--- config.mk ---
export PLATFORM = sky130hd
export DESIGN_NAME = cid_dispatch
export DESIGN_NICKNAME = d
export VERILOG_FILES = /design/src/design/cid_pkg.sv /design/src/design/cid_dispatch.sv /design/src/design/cid_flag.sv /design/src/design/cid_sync.sv
export SDC_FILE = /design/constraint.sdc
export NUM_CORES = 1
export LEC_CHECK = 0
export ABC_AREA = 1
export ABC_CLOCK_PERIOD_IN_PS = 3800
export BUFFER_PORTS_ARGS = -buffer_cell sky130_fd_sc_hd__clkbuf_2
export CORE_MARGIN = 5
export CORE_UTILIZATION = 58
export CTS_BUF_LIST = sky130_fd_sc_hd__clkbuf_16
export CTS_CLUSTER_SIZE = 14
export DETAILED_ROUTE_END_ITERATION = 10
export PLACE_DENSITY = 0.8
export SLEW_MARGIN = 20
export SYNTH_ARGS = -nofsm -noshare
export SYNTH_HDL_FRONTEND = slang
export SYNTH_HIERARCHICAL = 1
export SYNTH_SLANG_ARGS = --single-unit
--- constraint.sdc ---
create_clock -name clock -period 3.8 [get_ports clock]
set_clock_uncertainty 0.15 [all_clocks]
set_input_delay 0.19 -clock clock [delete_from_list [all_inputs] [get_ports clock]]
set_output_delay 0.19 -clock clock [all_outputs]
set_load 0.01 [all_outputs]
--- src/design/cid_pkg.sv ---
/*
 * Shared constants and carrier types of the interrupt dispatch block.
 * Assumes one 50 MHz system clock and an 8-bit register port with a 5-bit address.
 */
package cid_pkg;
    localparam int NSRC   = 20;
    localparam int SRC_W  = 5;
    localparam int ADDR_W = 5;
    localparam int DATA_W = 8;
    localparam int NEV    = 3;

    localparam logic [ADDR_W-1:0] A_PEND0  = 5'h00;
    localparam logic [ADDR_W-1:0] A_EN0    = 5'h03;
    localparam logic [ADDR_W-1:0] A_GEN    = 5'h06;
    localparam logic [ADDR_W-1:0] A_PRI0   = 5'h07;
    localparam logic [ADDR_W-1:0] A_EXTCFG = 5'h0A;
    localparam logic [ADDR_W-1:0] A_STAT   = 5'h0B;
    localparam logic [ADDR_W-1:0] A_EVST   = 5'h0C;
    localparam logic [ADDR_W-1:0] A_EVMSK  = 5'h0D;
    localparam logic [ADDR_W-1:0] A_LAST   = 5'h0E;

    localparam logic [NSRC-1:0] RST_SRC    = 20'h00000;
    localparam logic [1:0]      RST_EXTCFG = 2'h0;
    localparam logic [NEV-1:0]  RST_EVMSK  = 3'h0;
    localparam logic [2:0]      CALL_LAST  = 3'h3;

    // Event bits of the event status register.
    localparam int EV_TAKEN = 0;
    localparam int EV_RETURN_FROM_INTERRUPT  = 1;
    localparam int EV_PREEMPT = 2;

    // Sources whose flag hardware clears on vectoring; the two pin sources only in edge mode.
    localparam logic [NSRC-1:0] HWCLR = 20'h4000F;
    localparam int EXT0_IDX = 0;
    localparam int EXT1_IDX = 2;

    // Index is the fixed rank: lower index wins within a level.
    localparam logic [15:0] VEC_TAB [NSRC] = '{
        16'h0003, 16'h000B, 16'h0013, 16'h001B, 16'h0023,
        16'h002B, 16'h0033, 16'h003B, 16'h0043, 16'h004B,
        16'h0053, 16'h005B, 16'h0063, 16'h0073, 16'h007B,
        16'h0083, 16'h0093, 16'h008B, 16'h009B, 16'h00A3};

    typedef struct packed {
        logic              wr;
        logic              rd;
        logic [ADDR_W-1:0] addr;
        logic [DATA_W-1:0] wdata;
    } cid_bus_t;

    typedef struct packed {
        logic instr_boundary;
        logic next_single;
        logic return_from_interrupt_done;
    } cid_cin_t;

    typedef struct packed {
        logic             call_start;
        logic             call_busy;
        logic             level;
        logic [SRC_W-1:0] src;
        logic [15:0]      vector;
    } cid_cout_t;

    typedef enum logic {ST_IDLE, ST_CALL} cid_state_t;
endpackage

--- src/design/cid_dispatch.sv ---
/*
 * Interrupt dispatch: pending flags, enables, two-level arbitration and call sequencing.
 * Assumes the core pulses instr_boundary when an instruction ends and it could vector,
 * pulses return_from_interrupt_done on the boundary that ends a return, and follows call_busy for four cycles.
 */
// The implementer's own choices: the address-and-strobe port and the register addresses.
`timescale 1ns/1ps
module cid_dispatch
    import cid_pkg::*;
(
    input  wire logic                       clock,
    input  wire logic                       srst,
    input  wire logic                       ce,
    input  wire cid_pkg::cid_bus_t          bus,
    output logic      [cid_pkg::DATA_W-1:0] rdata,
    input  wire logic [cid_pkg::NSRC-1:0]   src_event,
    input  wire logic [1:0]                 ext_int_n,
    input  wire cid_pkg::cid_cin_t          cin,
    output cid_pkg::cid_cout_t              cout,
    output logic                            irq
);
    import cid_pkg::*;

    logic [NSRC-1:0]   pend_q;
    logic [NSRC-1:0]   pset;
    logic [NSRC-1:0]   pclr;
    logic [NSRC-1:0]   en_reg;
    logic [NSRC-1:0]   en_next;
    logic [NSRC-1:0]   pri_reg;
    logic [NSRC-1:0]   pri_next;
    logic              ea_reg;
    logic              ea_next;
    logic              grace_reg;
    logic              grace_next;
    logic [1:0]        extcfg_reg;
    logic [1:0]        extcfg_next;
    logic [NEV-1:0]    evmsk_reg;
    logic [NEV-1:0]    evmsk_next;
    logic [NEV-1:0]    ev_q;
    logic [NEV-1:0]    ev_set;
    logic [NEV-1:0]    ev_clr;
    logic [1:0]        ext_sync;
    logic [1:0]        ext_act;
    logic [1:0]        ext_prev_reg;
    logic [1:0]        ext_fall;
    cid_state_t        state_reg;
    cid_state_t        state_next;
    logic [2:0]        cnt_reg;
    logic [2:0]        cnt_next;
    logic              act_hi_reg;
    logic              act_hi_next;
    logic              act_lo_reg;
    logic              act_lo_next;
    logic              skip_reg;
    logic              skip_next;
    logic              start_reg;
    logic              start_next;
    logic              lvl_reg;
    logic              lvl_next;
    logic [SRC_W-1:0]  src_reg;
    logic [SRC_W-1:0]  src_next;
    logic [15:0]       vec_reg;
    logic [15:0]       vec_next;
    logic [DATA_W-1:0] rdata_reg;
    logic [DATA_W-1:0] rdata_next;
    logic [NSRC-1:0]   req;
    logic [NSRC-1:0]   hi_cand;
    logic [NSRC-1:0]   lo_cand;
    logic              ea_eff;
    logic              hi_ok;
    logic              lo_ok;
    logic              win_valid;
    logic              win_hi;
    logic [SRC_W-1:0]  win_src;
    logic              may_take;
    logic              take_now;

    function automatic logic [NSRC-1:0] put_byte(input logic [NSRC-1:0] v, input int k,
                                                input logic [DATA_W-1:0] d);
        for (int b = 0; b < DATA_W; b++) begin
            if (k * DATA_W + b < NSRC) begin
                v[k * DATA_W + b] = d[b];
            end
        end
        return v;
    endfunction

    function automatic logic [DATA_W-1:0] get_byte(input logic [NSRC-1:0] v, input int k);
        logic [DATA_W-1:0] r;
        r = '0;
        for (int b = 0; b < DATA_W; b++) begin
            if (k * DATA_W + b < NSRC) begin
                r[b] = v[k * DATA_W + b];
            end
        end
        return r;
    endfunction

    function automatic logic [SRC_W-1:0] first_set(input logic [NSRC-1:0] v);
        logic [SRC_W-1:0] r;
        r = '0;
        for (int i = NSRC - 1; i >= 0; i--) begin
            if (v[i]) begin
                r = SRC_W'(i);
            end
        end
        return r;
    endfunction

    cid_sync #(.W(2)) u_ext_sync (
        .clock (clock),
        .srst  (srst),
        .ce    (ce),
        .d     (ext_int_n),
        .q     (ext_sync)
    );

    assign ext_act  = ~ext_sync;
    assign ext_fall = ext_act & ~ext_prev_reg;

    // Flag capture never looks at the enables.
    cid_flag #(.W(NSRC)) u_pend (
        .clock (clock),
        .srst  (srst),
        .ce    (ce),
        .set   (pset),
        .clr   (pclr),
        .q     (pend_q)
    );

    // Request gating and two-level arbitration, evaluated every cycle.
    always_comb begin
        ea_eff    = ea_reg | (grace_reg & cin.next_single);
        req       = pend_q & en_reg & {NSRC{ea_eff}};
        hi_cand   = req & pri_reg;
        lo_cand   = req & ~pri_reg;
        hi_ok     = (|hi_cand) & ~act_hi_reg;
        lo_ok     = (|lo_cand) & ~act_hi_reg & ~act_lo_reg;
        win_valid = hi_ok | lo_ok;
        win_hi    = hi_ok;
        win_src   = hi_ok ? first_set(hi_cand) : first_set(lo_cand);
        // The boundary that ends a return never vectors; one more instruction runs first.
        may_take  = cin.instr_boundary & ~cin.return_from_interrupt_done;
        take_now  = (state_reg == ST_IDLE) & win_valid & may_take;
    end

    // Pending flag sources: peripherals, pins, software writes and vectoring.
    always_comb begin
        pset = src_event;
        pclr = '0;
        pset[EXT0_IDX] = extcfg_reg[0] ? ext_fall[0] : ext_act[0];
        pclr[EXT0_IDX] = ~extcfg_reg[0] & ~ext_act[0];
        pset[EXT1_IDX] = extcfg_reg[1] ? ext_fall[1] : ext_act[1];
        pclr[EXT1_IDX] = ~extcfg_reg[1] & ~ext_act[1];
        for (int k = 0; k < 3; k++) begin
            if (bus.wr && bus.addr == A_PEND0 + ADDR_W'(k)) begin
                // Writing a one is indistinguishable from the hardware event.
                pset = pset | (put_byte('0, k, 8'hFF) & put_byte('0, k, bus.wdata));
                pclr = pclr | (put_byte('0, k, 8'hFF) & ~put_byte('0, k, bus.wdata));
            end
        end
        if (take_now && HWCLR[win_src]) begin
            // Pin sources in level mode keep following the pin instead.
            if (!((win_src == SRC_W'(EXT0_IDX) && !extcfg_reg[0]) ||
                  (win_src == SRC_W'(EXT1_IDX) && !extcfg_reg[1]))) begin
                pclr[win_src] = 1'b1;
            end
        end
    end

    // Software registers.
    always_comb begin
        en_next     = en_reg;
        pri_next    = pri_reg;
        ea_next     = ea_reg;
        extcfg_next = extcfg_reg;
        evmsk_next  = evmsk_reg;
        grace_next  = grace_reg & ~cin.instr_boundary;
        for (int k = 0; k < 3; k++) begin
            if (bus.wr && bus.addr == A_EN0 + ADDR_W'(k)) begin
                en_next = put_byte(en_reg, k, bus.wdata);
            end
            if (bus.wr && bus.addr == A_PRI0 + ADDR_W'(k)) begin
                pri_next = put_byte(pri_reg, k, bus.wdata);
            end
        end
        if (bus.wr && bus.addr == A_GEN) begin
            ea_next = bus.wdata[0];
            // Clearing the global enable leaves a one-instruction grace window.
            if (ea_reg && !bus.wdata[0]) begin
                grace_next = 1'b1;
            end
        end
        if (bus.wr && bus.addr == A_EXTCFG) begin
            extcfg_next = bus.wdata[1:0];
        end
        if (bus.wr && bus.addr == A_EVMSK) begin
            evmsk_next = bus.wdata[NEV-1:0];
        end
    end

    // Call sequencing and in-service levels.
    always_comb begin
        state_next  = state_reg;
        cnt_next    = cnt_reg;
        act_hi_next = act_hi_reg;
        act_lo_next = act_lo_reg;
        skip_next   = skip_reg;
        start_next  = 1'b0;
        lvl_next    = lvl_reg;
        src_next    = src_reg;
        vec_next    = vec_reg;
        if (cin.return_from_interrupt_done) begin
            // Resume point is held by the core; only the level stack unwinds here.
            skip_next = 1'b1;
            if (act_hi_reg) begin
                act_hi_next = 1'b0;
            end else begin
                act_lo_next = 1'b0;
            end
        end else if (cin.instr_boundary) begin
            skip_next = 1'b0;
        end
        unique case (state_reg)
            ST_IDLE: begin
                if (take_now) begin
                    state_next = ST_CALL;
                    cnt_next   = '0;
                    start_next = 1'b1;
                    lvl_next   = win_hi;
                    src_next   = win_src;
                    vec_next   = VEC_TAB[win_src];
                    if (win_hi) begin
                        act_hi_next = 1'b1;
                    end else begin
                        act_lo_next = 1'b1;
                    end
                end
            end
            ST_CALL: begin
                cnt_next = cnt_reg + 3'h1;
                if (cnt_reg == CALL_LAST) begin
                    state_next = ST_IDLE;
                end
            end
        endcase
    end

    // Event status and read mux; read data stand only in the cycle after the strobe.
    always_comb begin
        ev_set             = '0;
        ev_set[EV_TAKEN]   = take_now;
        ev_set[EV_RETURN_FROM_INTERRUPT]    = cin.return_from_interrupt_done;
        ev_set[EV_PREEMPT] = take_now & win_hi & act_lo_reg;
        ev_clr = (bus.wr && bus.addr == A_EVST) ? bus.wdata[NEV-1:0] : '0;
        rdata_next = '0;
        if (bus.rd) begin
            for (int k = 0; k < 3; k++) begin
                if (bus.addr == A_PEND0 + ADDR_W'(k)) begin
                    rdata_next = get_byte(pend_q, k);
                end
                if (bus.addr == A_EN0 + ADDR_W'(k)) begin
                    rdata_next = get_byte(en_reg, k);
                end
                if (bus.addr == A_PRI0 + ADDR_W'(k)) begin
                    rdata_next = get_byte(pri_reg, k);
                end
            end
            unique case (bus.addr)
                A_GEN:    rdata_next = {7'h00, ea_reg};
                A_EXTCFG: rdata_next = {6'h00, extcfg_reg};
                A_STAT:   rdata_next = {4'h0, skip_reg, state_reg == ST_CALL,
                                        act_hi_reg, act_lo_reg};
                A_EVST:   rdata_next = {5'h00, ev_q};
                A_EVMSK:  rdata_next = {5'h00, evmsk_reg};
                A_LAST:   rdata_next = {lvl_reg, 2'h0, src_reg};
                default:  ;
            endcase
        end
    end

    cid_flag #(.W(NEV)) u_ev (
        .clock (clock),
        .srst  (srst),
        .ce    (ce),
        .set   (ev_set),
        .clr   (ev_clr),
        .q     (ev_q)
    );

    always_ff @(posedge clock) begin
        if (srst) begin
            en_reg       <= RST_SRC;
            pri_reg      <= RST_SRC;
            ea_reg       <= 1'b0;
            grace_reg    <= 1'b0;
            extcfg_reg   <= RST_EXTCFG;
            evmsk_reg    <= RST_EVMSK;
            ext_prev_reg <= 2'h0;
            state_reg    <= ST_IDLE;
            cnt_reg      <= 3'h0;
            act_hi_reg   <= 1'b0;
            act_lo_reg   <= 1'b0;
            skip_reg     <= 1'b0;
            start_reg    <= 1'b0;
            lvl_reg      <= 1'b0;
            src_reg      <= '0;
            vec_reg      <= 16'h0000;
            rdata_reg    <= '0;
        end else if (ce) begin
            en_reg       <= en_next;
            pri_reg      <= pri_next;
            ea_reg       <= ea_next;
            grace_reg    <= grace_next;
            extcfg_reg   <= extcfg_next;
            evmsk_reg    <= evmsk_next;
            ext_prev_reg <= ext_act;
            state_reg    <= state_next;
            cnt_reg      <= cnt_next;
            act_hi_reg   <= act_hi_next;
            act_lo_reg   <= act_lo_next;
            skip_reg     <= skip_next;
            start_reg    <= start_next;
            lvl_reg      <= lvl_next;
            src_reg      <= src_next;
            vec_reg      <= vec_next;
            rdata_reg    <= rdata_next;
        end
    end

    assign rdata           = rdata_reg;
    assign irq             = |(ev_q & evmsk_reg);
    assign cout.call_start = start_reg;
    assign cout.call_busy  = (state_reg == ST_CALL);
    assign cout.level      = lvl_reg;
    assign cout.src        = src_reg;
    assign cout.vector     = vec_reg;

    a_call_four_cycles: assert property (@(posedge clock) disable iff (srst || !ce)
        take_now |=> cout.call_busy [*4] ##1 !cout.call_busy)
        else $error("long call did not last four cycles");

    a_vector_from_table: assert property (@(posedge clock) disable iff (srst || !ce)
        cout.call_start |-> cout.vector == VEC_TAB[cout.src])
        else $error("vector does not match source table");

    a_disabled_no_take: assert property (@(posedge clock) disable iff (srst || !ce)
        take_now |-> en_reg[win_src] && pend_q[win_src])
        else $error("vector taken for disabled or idle source");

    a_global_off_idle: assert property (@(posedge clock) disable iff (srst || !ce)
        (!ea_reg && !grace_reg) |-> !take_now)
        else $error("request taken while globally disabled");

    a_flag_capture: assert property (@(posedge clock) disable iff (srst || !ce)
        (src_event[1] && !en_reg[1]) |=> pend_q[1])
        else $error("flag not captured for disabled source");

    a_hi_not_preempt: assert property (@(posedge clock) disable iff (srst || !ce)
        act_hi_reg |-> !take_now)
        else $error("high level handler was preempted");

    a_return_from_interrupt_skip_one: assert property (@(posedge clock) disable iff (srst || !ce)
        (skip_reg && cin.instr_boundary && !cin.return_from_interrupt_done && win_valid && !cout.call_busy)
        |-> take_now) else $error("return did not re-enter after one instruction");

    a_grace_multi: assert property (@(posedge clock) disable iff (srst || !ce)
        (!ea_reg && cin.instr_boundary && !cin.next_single) |-> !take_now)
        else $error("request taken before multi-cycle instruction");

    a_hw_clear_timer: assert property (@(posedge clock) disable iff (srst || !ce)
        (take_now && win_src == 5'h01 && !src_event[1]) |=> !pend_q[1])
        else $error("hardware-cleared flag stayed set");

    a_sw_set_flag: assert property (@(posedge clock) disable iff (srst || !ce)
        (bus.wr && bus.addr == A_PEND0 && bus.wdata[5]) |=> pend_q[5])
        else $error("software write of one did not set flag");

    a_sw_keep_flag: assert property (@(posedge clock) disable iff (srst || !ce)
        (take_now && win_src == 5'h05 && !bus.wr) |=> pend_q[5])
        else $error("software-cleared flag dropped by vectoring");
endmodule

--- src/design/cid_flag.sv ---
/*
 * Vector of sticky flags where a set in the same cycle as a clear wins.
 * Assumes set and clear come from logic on the same clock.
 */
`timescale 1ns/1ps
module cid_flag #(
    parameter int W = 1
) (
    input  wire logic         clock,
    input  wire logic         srst,
    input  wire logic         ce,
    input  wire logic [W-1:0] set,
    input  wire logic [W-1:0] clr,
    output logic      [W-1:0] q
);
    logic [W-1:0] flag_reg;
    logic [W-1:0] flag_next;

    always_comb begin
        flag_next = (flag_reg & ~clr) | set;
    end

    always_ff @(posedge clock) begin
        if (srst) begin
            flag_reg <= '0;
        end else if (ce) begin
            flag_reg <= flag_next;
        end
    end

    assign q = flag_reg;
endmodule

--- src/design/cid_sync.sv ---
/*
 * Two-stage synchroniser for pin inputs.
 * Assumes the inputs are asynchronous to clock; only the second stage is read outside.
 */
`timescale 1ns/1ps
module cid_sync #(
    parameter int W = 1
) (
    input  wire logic         clock,
    input  wire logic         srst,
    input  wire logic         ce,
    input  wire logic [W-1:0] d,
    output logic      [W-1:0] q
);
    logic [W-1:0] s1_reg;
    logic [W-1:0] s2_reg;

    // Pins idle high, so reset to all ones avoids a false edge at release.
    always_ff @(posedge clock) begin
        if (srst) begin
            s1_reg <= '1;
            s2_reg <= '1;
        end else if (ce) begin
            s1_reg <= d;
            s2_reg <= s1_reg;
        end
    end

    assign q = s2_reg;
endmodule

==> reports/qor.yml <==
syn_area_per_cell_um2: 6.669
drc_errors: 0
row_count: 37
io_pins: 76
status: "finished clean"
die_area_um2: 12360
cp-startpoint: "grace_reg$_SDFFE_PP0P_"
syn2layout_area_growth_pct: 11.61
grt_util_all_layers: 0.2700
setup_viol: 0
yosys_warnings: 6
yosys.area.top_type: "dfxtp_1"
yosys.area.top_type_share: 0.3508
ys_seq_area_frac: 0.3508
grt_pass1_wl_um: 27230
path_clk_slew_ns: 0.07
die_w_um: 111.2
max_stage_delay_ns: 0.31
period_needed_ns: 3.454
grt_overflow_total: 0
worst_pin_slew_ns: 0.9229
dieHeight_um: 111.2
pwr_density_cell_nw_per_um2: 343.5
diodes: 0
grt_max_degree: 52
dpl.hpwl_um: 12630
via_count: 6253
cp_num_cells: 20
hold_viol: 0
crit_fanout: 16
clk_path_buf_depth: 2
r2r_setup_slack_ns: 0.35
num-fill-cells: 935
multi_input_area_um2: 3197
r2r_start: "grace_reg$_SDFFE_PP0P_"
worstSetupEndpoint: "u_pend/q[3]$_SDFFE_PP0P_"
port_buffers: 64
required_ns: 3.86
crit_top_cell: "nand2_1"
synth.area.top_cells: "dfxtp_1 35%, nand2_1 14%, a21oi_1 8.7%"
async_flop_share: 0
wl_um: 17150
relSlewSlack: 0.3824
drtIter0Drc: 793
critPathKind: "flip-flop to flip-flop"
endpoint_kind: "flip-flop"
vias_per_cell: 5.768
start_util: 0.5855
holdWs_ns: 0.006836
seqCellArea_um2: 2083
rsz0062_at_grt: "no"
drive_gt1_frac: 0.1340
crit_family: "simple AND/OR/NAND/NOR gates"
dr.pass1.iters: 8
ys_top_cells_by_count: "228 x nand2_1, 107 x inv_1, 104 x dfxtp_1, 103 x a21oi_1, 72 x o21ai_0"
drv_cap: 0
nets: 992
yosysUniqueCellTypes: 44
cp_num_buf_inv: 3
grt_pass1_vias: 5463
reg2reg_depth: 20
syn_area_um2: 5936
worstSkewPairLatency_ns: 0.35
hold_class: "input pin to flip-flop"
cts_sinks: 104
fmax_mhz: 289.5
total_leakage_power_nw: 2.899
start_kind: "flip-flop"
synth_cells: 890
synth_edf_count: 0
r2r-end: "u_pend/q[3]$_SDFFE_PP0P_"
core_um2: 10140
wl_per_cell_um: 15.82
min_period_over_period: 0.9090
cp_cell_sequence: "nand2_1 > nand2_4 > buf_4 > nand4_1 > nand2_1 > nor3_2 > nor3b_4 > a21oi_4 > nor2_4 > nand2_1 > nand2_1 > inv_1 > ha_1 > inv_2 > o22ai_1 > nand3b_1 > o22ai_1 > nand2_1 > nand2_1 > a21oi_1"
crit_arrival_ns: 3.51
ys_ff_latch: 104
fin_setup_tns_ns: 0
numCtsBuffers: 9
vdd_ir_drop_max_mv: 0.2812
antenna_left: 0
synth_most_common_cell: "nand2_1"
maxSlewViolCount: 0
place.gp.congestion: 0.9407
clockRootBuffer: "clkbuf_16"
synthFlopType: "dfxtp_1"
htree_levels: 3
grt_antenna_before_repair: 0
cts_tree: "yes"
cp_slowest_cell: "dfxtp_1"
==> layout make-up <==
cell class / instances / share of cell area
flip-flops and latches: 104 / 0.3144
clock inverters: 7 / 0.01246
repair buffers: 77 / 0.06421
inverters: 117 / 0.06667
clock buffers: 9 / 0.03399
well taps: 136 / 0.02568
multi-input cells: 634 / 0.4825
==> logic make-up after synthesis <==
| group | after synthesis | synth area share |
|---|---|---|
| other cells | 1 | 0.0006318 |
| buf+inv | 160 | 0.1180 |
| fa+ha+maj | 6 | 0.01265 |
| compound gates | 250 | 0.2437 |
| flops | 104 | 0.3508 |
| simple gates | 369 | 0.2742 |
==> where the power goes <==
part	leakage [nW]	internal, W	switching (W)
Clock	0.142	0.000518	0.000438
Sequential	0.845	0.00111	0.0000290
Combinational	1.91	0.0000575	0.000119
==> worst min-delay path by stage <==
stage / to / cells past startpoint / slack (ns) / from
floorplan: u_ev/q[0]$_SDFFE_PP0P_ / 1 / 0.11 / srst
global placement: u_ext_sync/s1_reg[1]$_SDFFE_PP1P_ / 3 / 0.26 / ext_int_n[1]
detailed placement: u_ext_sync/s1_reg[1]$_SDFFE_PP1P_ / 3 / 0.26 / ext_int_n[1]
CTS: rdata[5]$_SDFFE_PP0P_ / 3 / 0.02 / bus[13]
global route: rdata[5]$_SDFFE_PP0P_ / 3 / 0.03 / bus[13]
finish: rdata[5]$_SDFFE_PP0P_ / 3 / 0.007 / bus[13]
==> worst reg2reg max path, stage by stage, from the launching register on <==
cell and delay [ns]:
dfxtp_1 0.31, nand2_1 0.11, nand2_4 0.10, buf_4 0.20, nand4_1 0.13, nand2_1 0.12, nor3_2 0.25, nor3b_4 0.27
a21oi_4 0.14, nor2_4 0.14, nand2_1 0.06, nand2_1 0.18, inv_1 0.12, ha_1 0.23, inv_2 0.09, o22ai_1 0.06
nand3b_1 0.25, o22ai_1 0.18, nand2_1 0.09, nand2_1 0.08, a21oi_1 0.05
==> per-stage QoR <==
stage	std cells	setup WS, ns	total power, W	instance area, um2	utilization
CTS	1080	0.3154	0.002272	6580	0.6490
detailed placement	1061	0.3299	0.001334	6242	0.6157
global placement	1061	0.3863	0.001331	6242	0.6157
floorplan	898	0.8550	0.001268	5966	-
global route	1084	0.008872	0.002344	6625	0.6535
finish	1084	0.3457	0.002275	6625	0.6535
==> metal layers <==
metal,vias up,part of all wire,track usage
met4,0,0.018,0.07299
met5,-,0,0
met1,2799,0.43,0.3831
li1,3072,-,-
met2,348,0.43,0.4154
met3,34,0.12,0.05841
==> cells in the final DEF, fill, tap and decap left out, drive strengths merged <==
cell | Yosys | final
or2 | 1 | 1
nand3b | 1 | 1
o2111ai | 7 | 7
nor4 | 1 | 1
nand2 | 234 | 234
o311ai | 1 | 1
a211oi | 3 | 3
clkbuf | 18 | 73
clkinv | 0 | 3
nand3 | 21 | 21
o221ai | 3 | 3
ha | 6 | 6
nor2 | 63 | 63
nor3b | 1 | 1
nor3 | 8 | 8
buf | 25 | 10
a21oi | 105 | 105
inv | 117 | 118
o21bai | 20 | 20
conb | 1 | 9
a32o | 1 | 1
nand4 | 39 | 39
o22ai | 9 | 9
a31oi | 4 | 4
o21ai | 82 | 82
dlygate4sd3 | 0 | 3
dfxtp | 104 | 104
a221oi | 8 | 8
bufinv | 0 | 1
a22oi | 3 | 3
o211ai | 4 | 4
clkinvlp | 0 | 2
==> timing repair <==
action                                 CTS  global route
endpoints found under the hold margin    3             0
hold buffers                             3             0
setup endpoints to repair                0             4
resized for setup                        0             6
buffers inserted                         0             4
(Power assumes the default switching activity.)
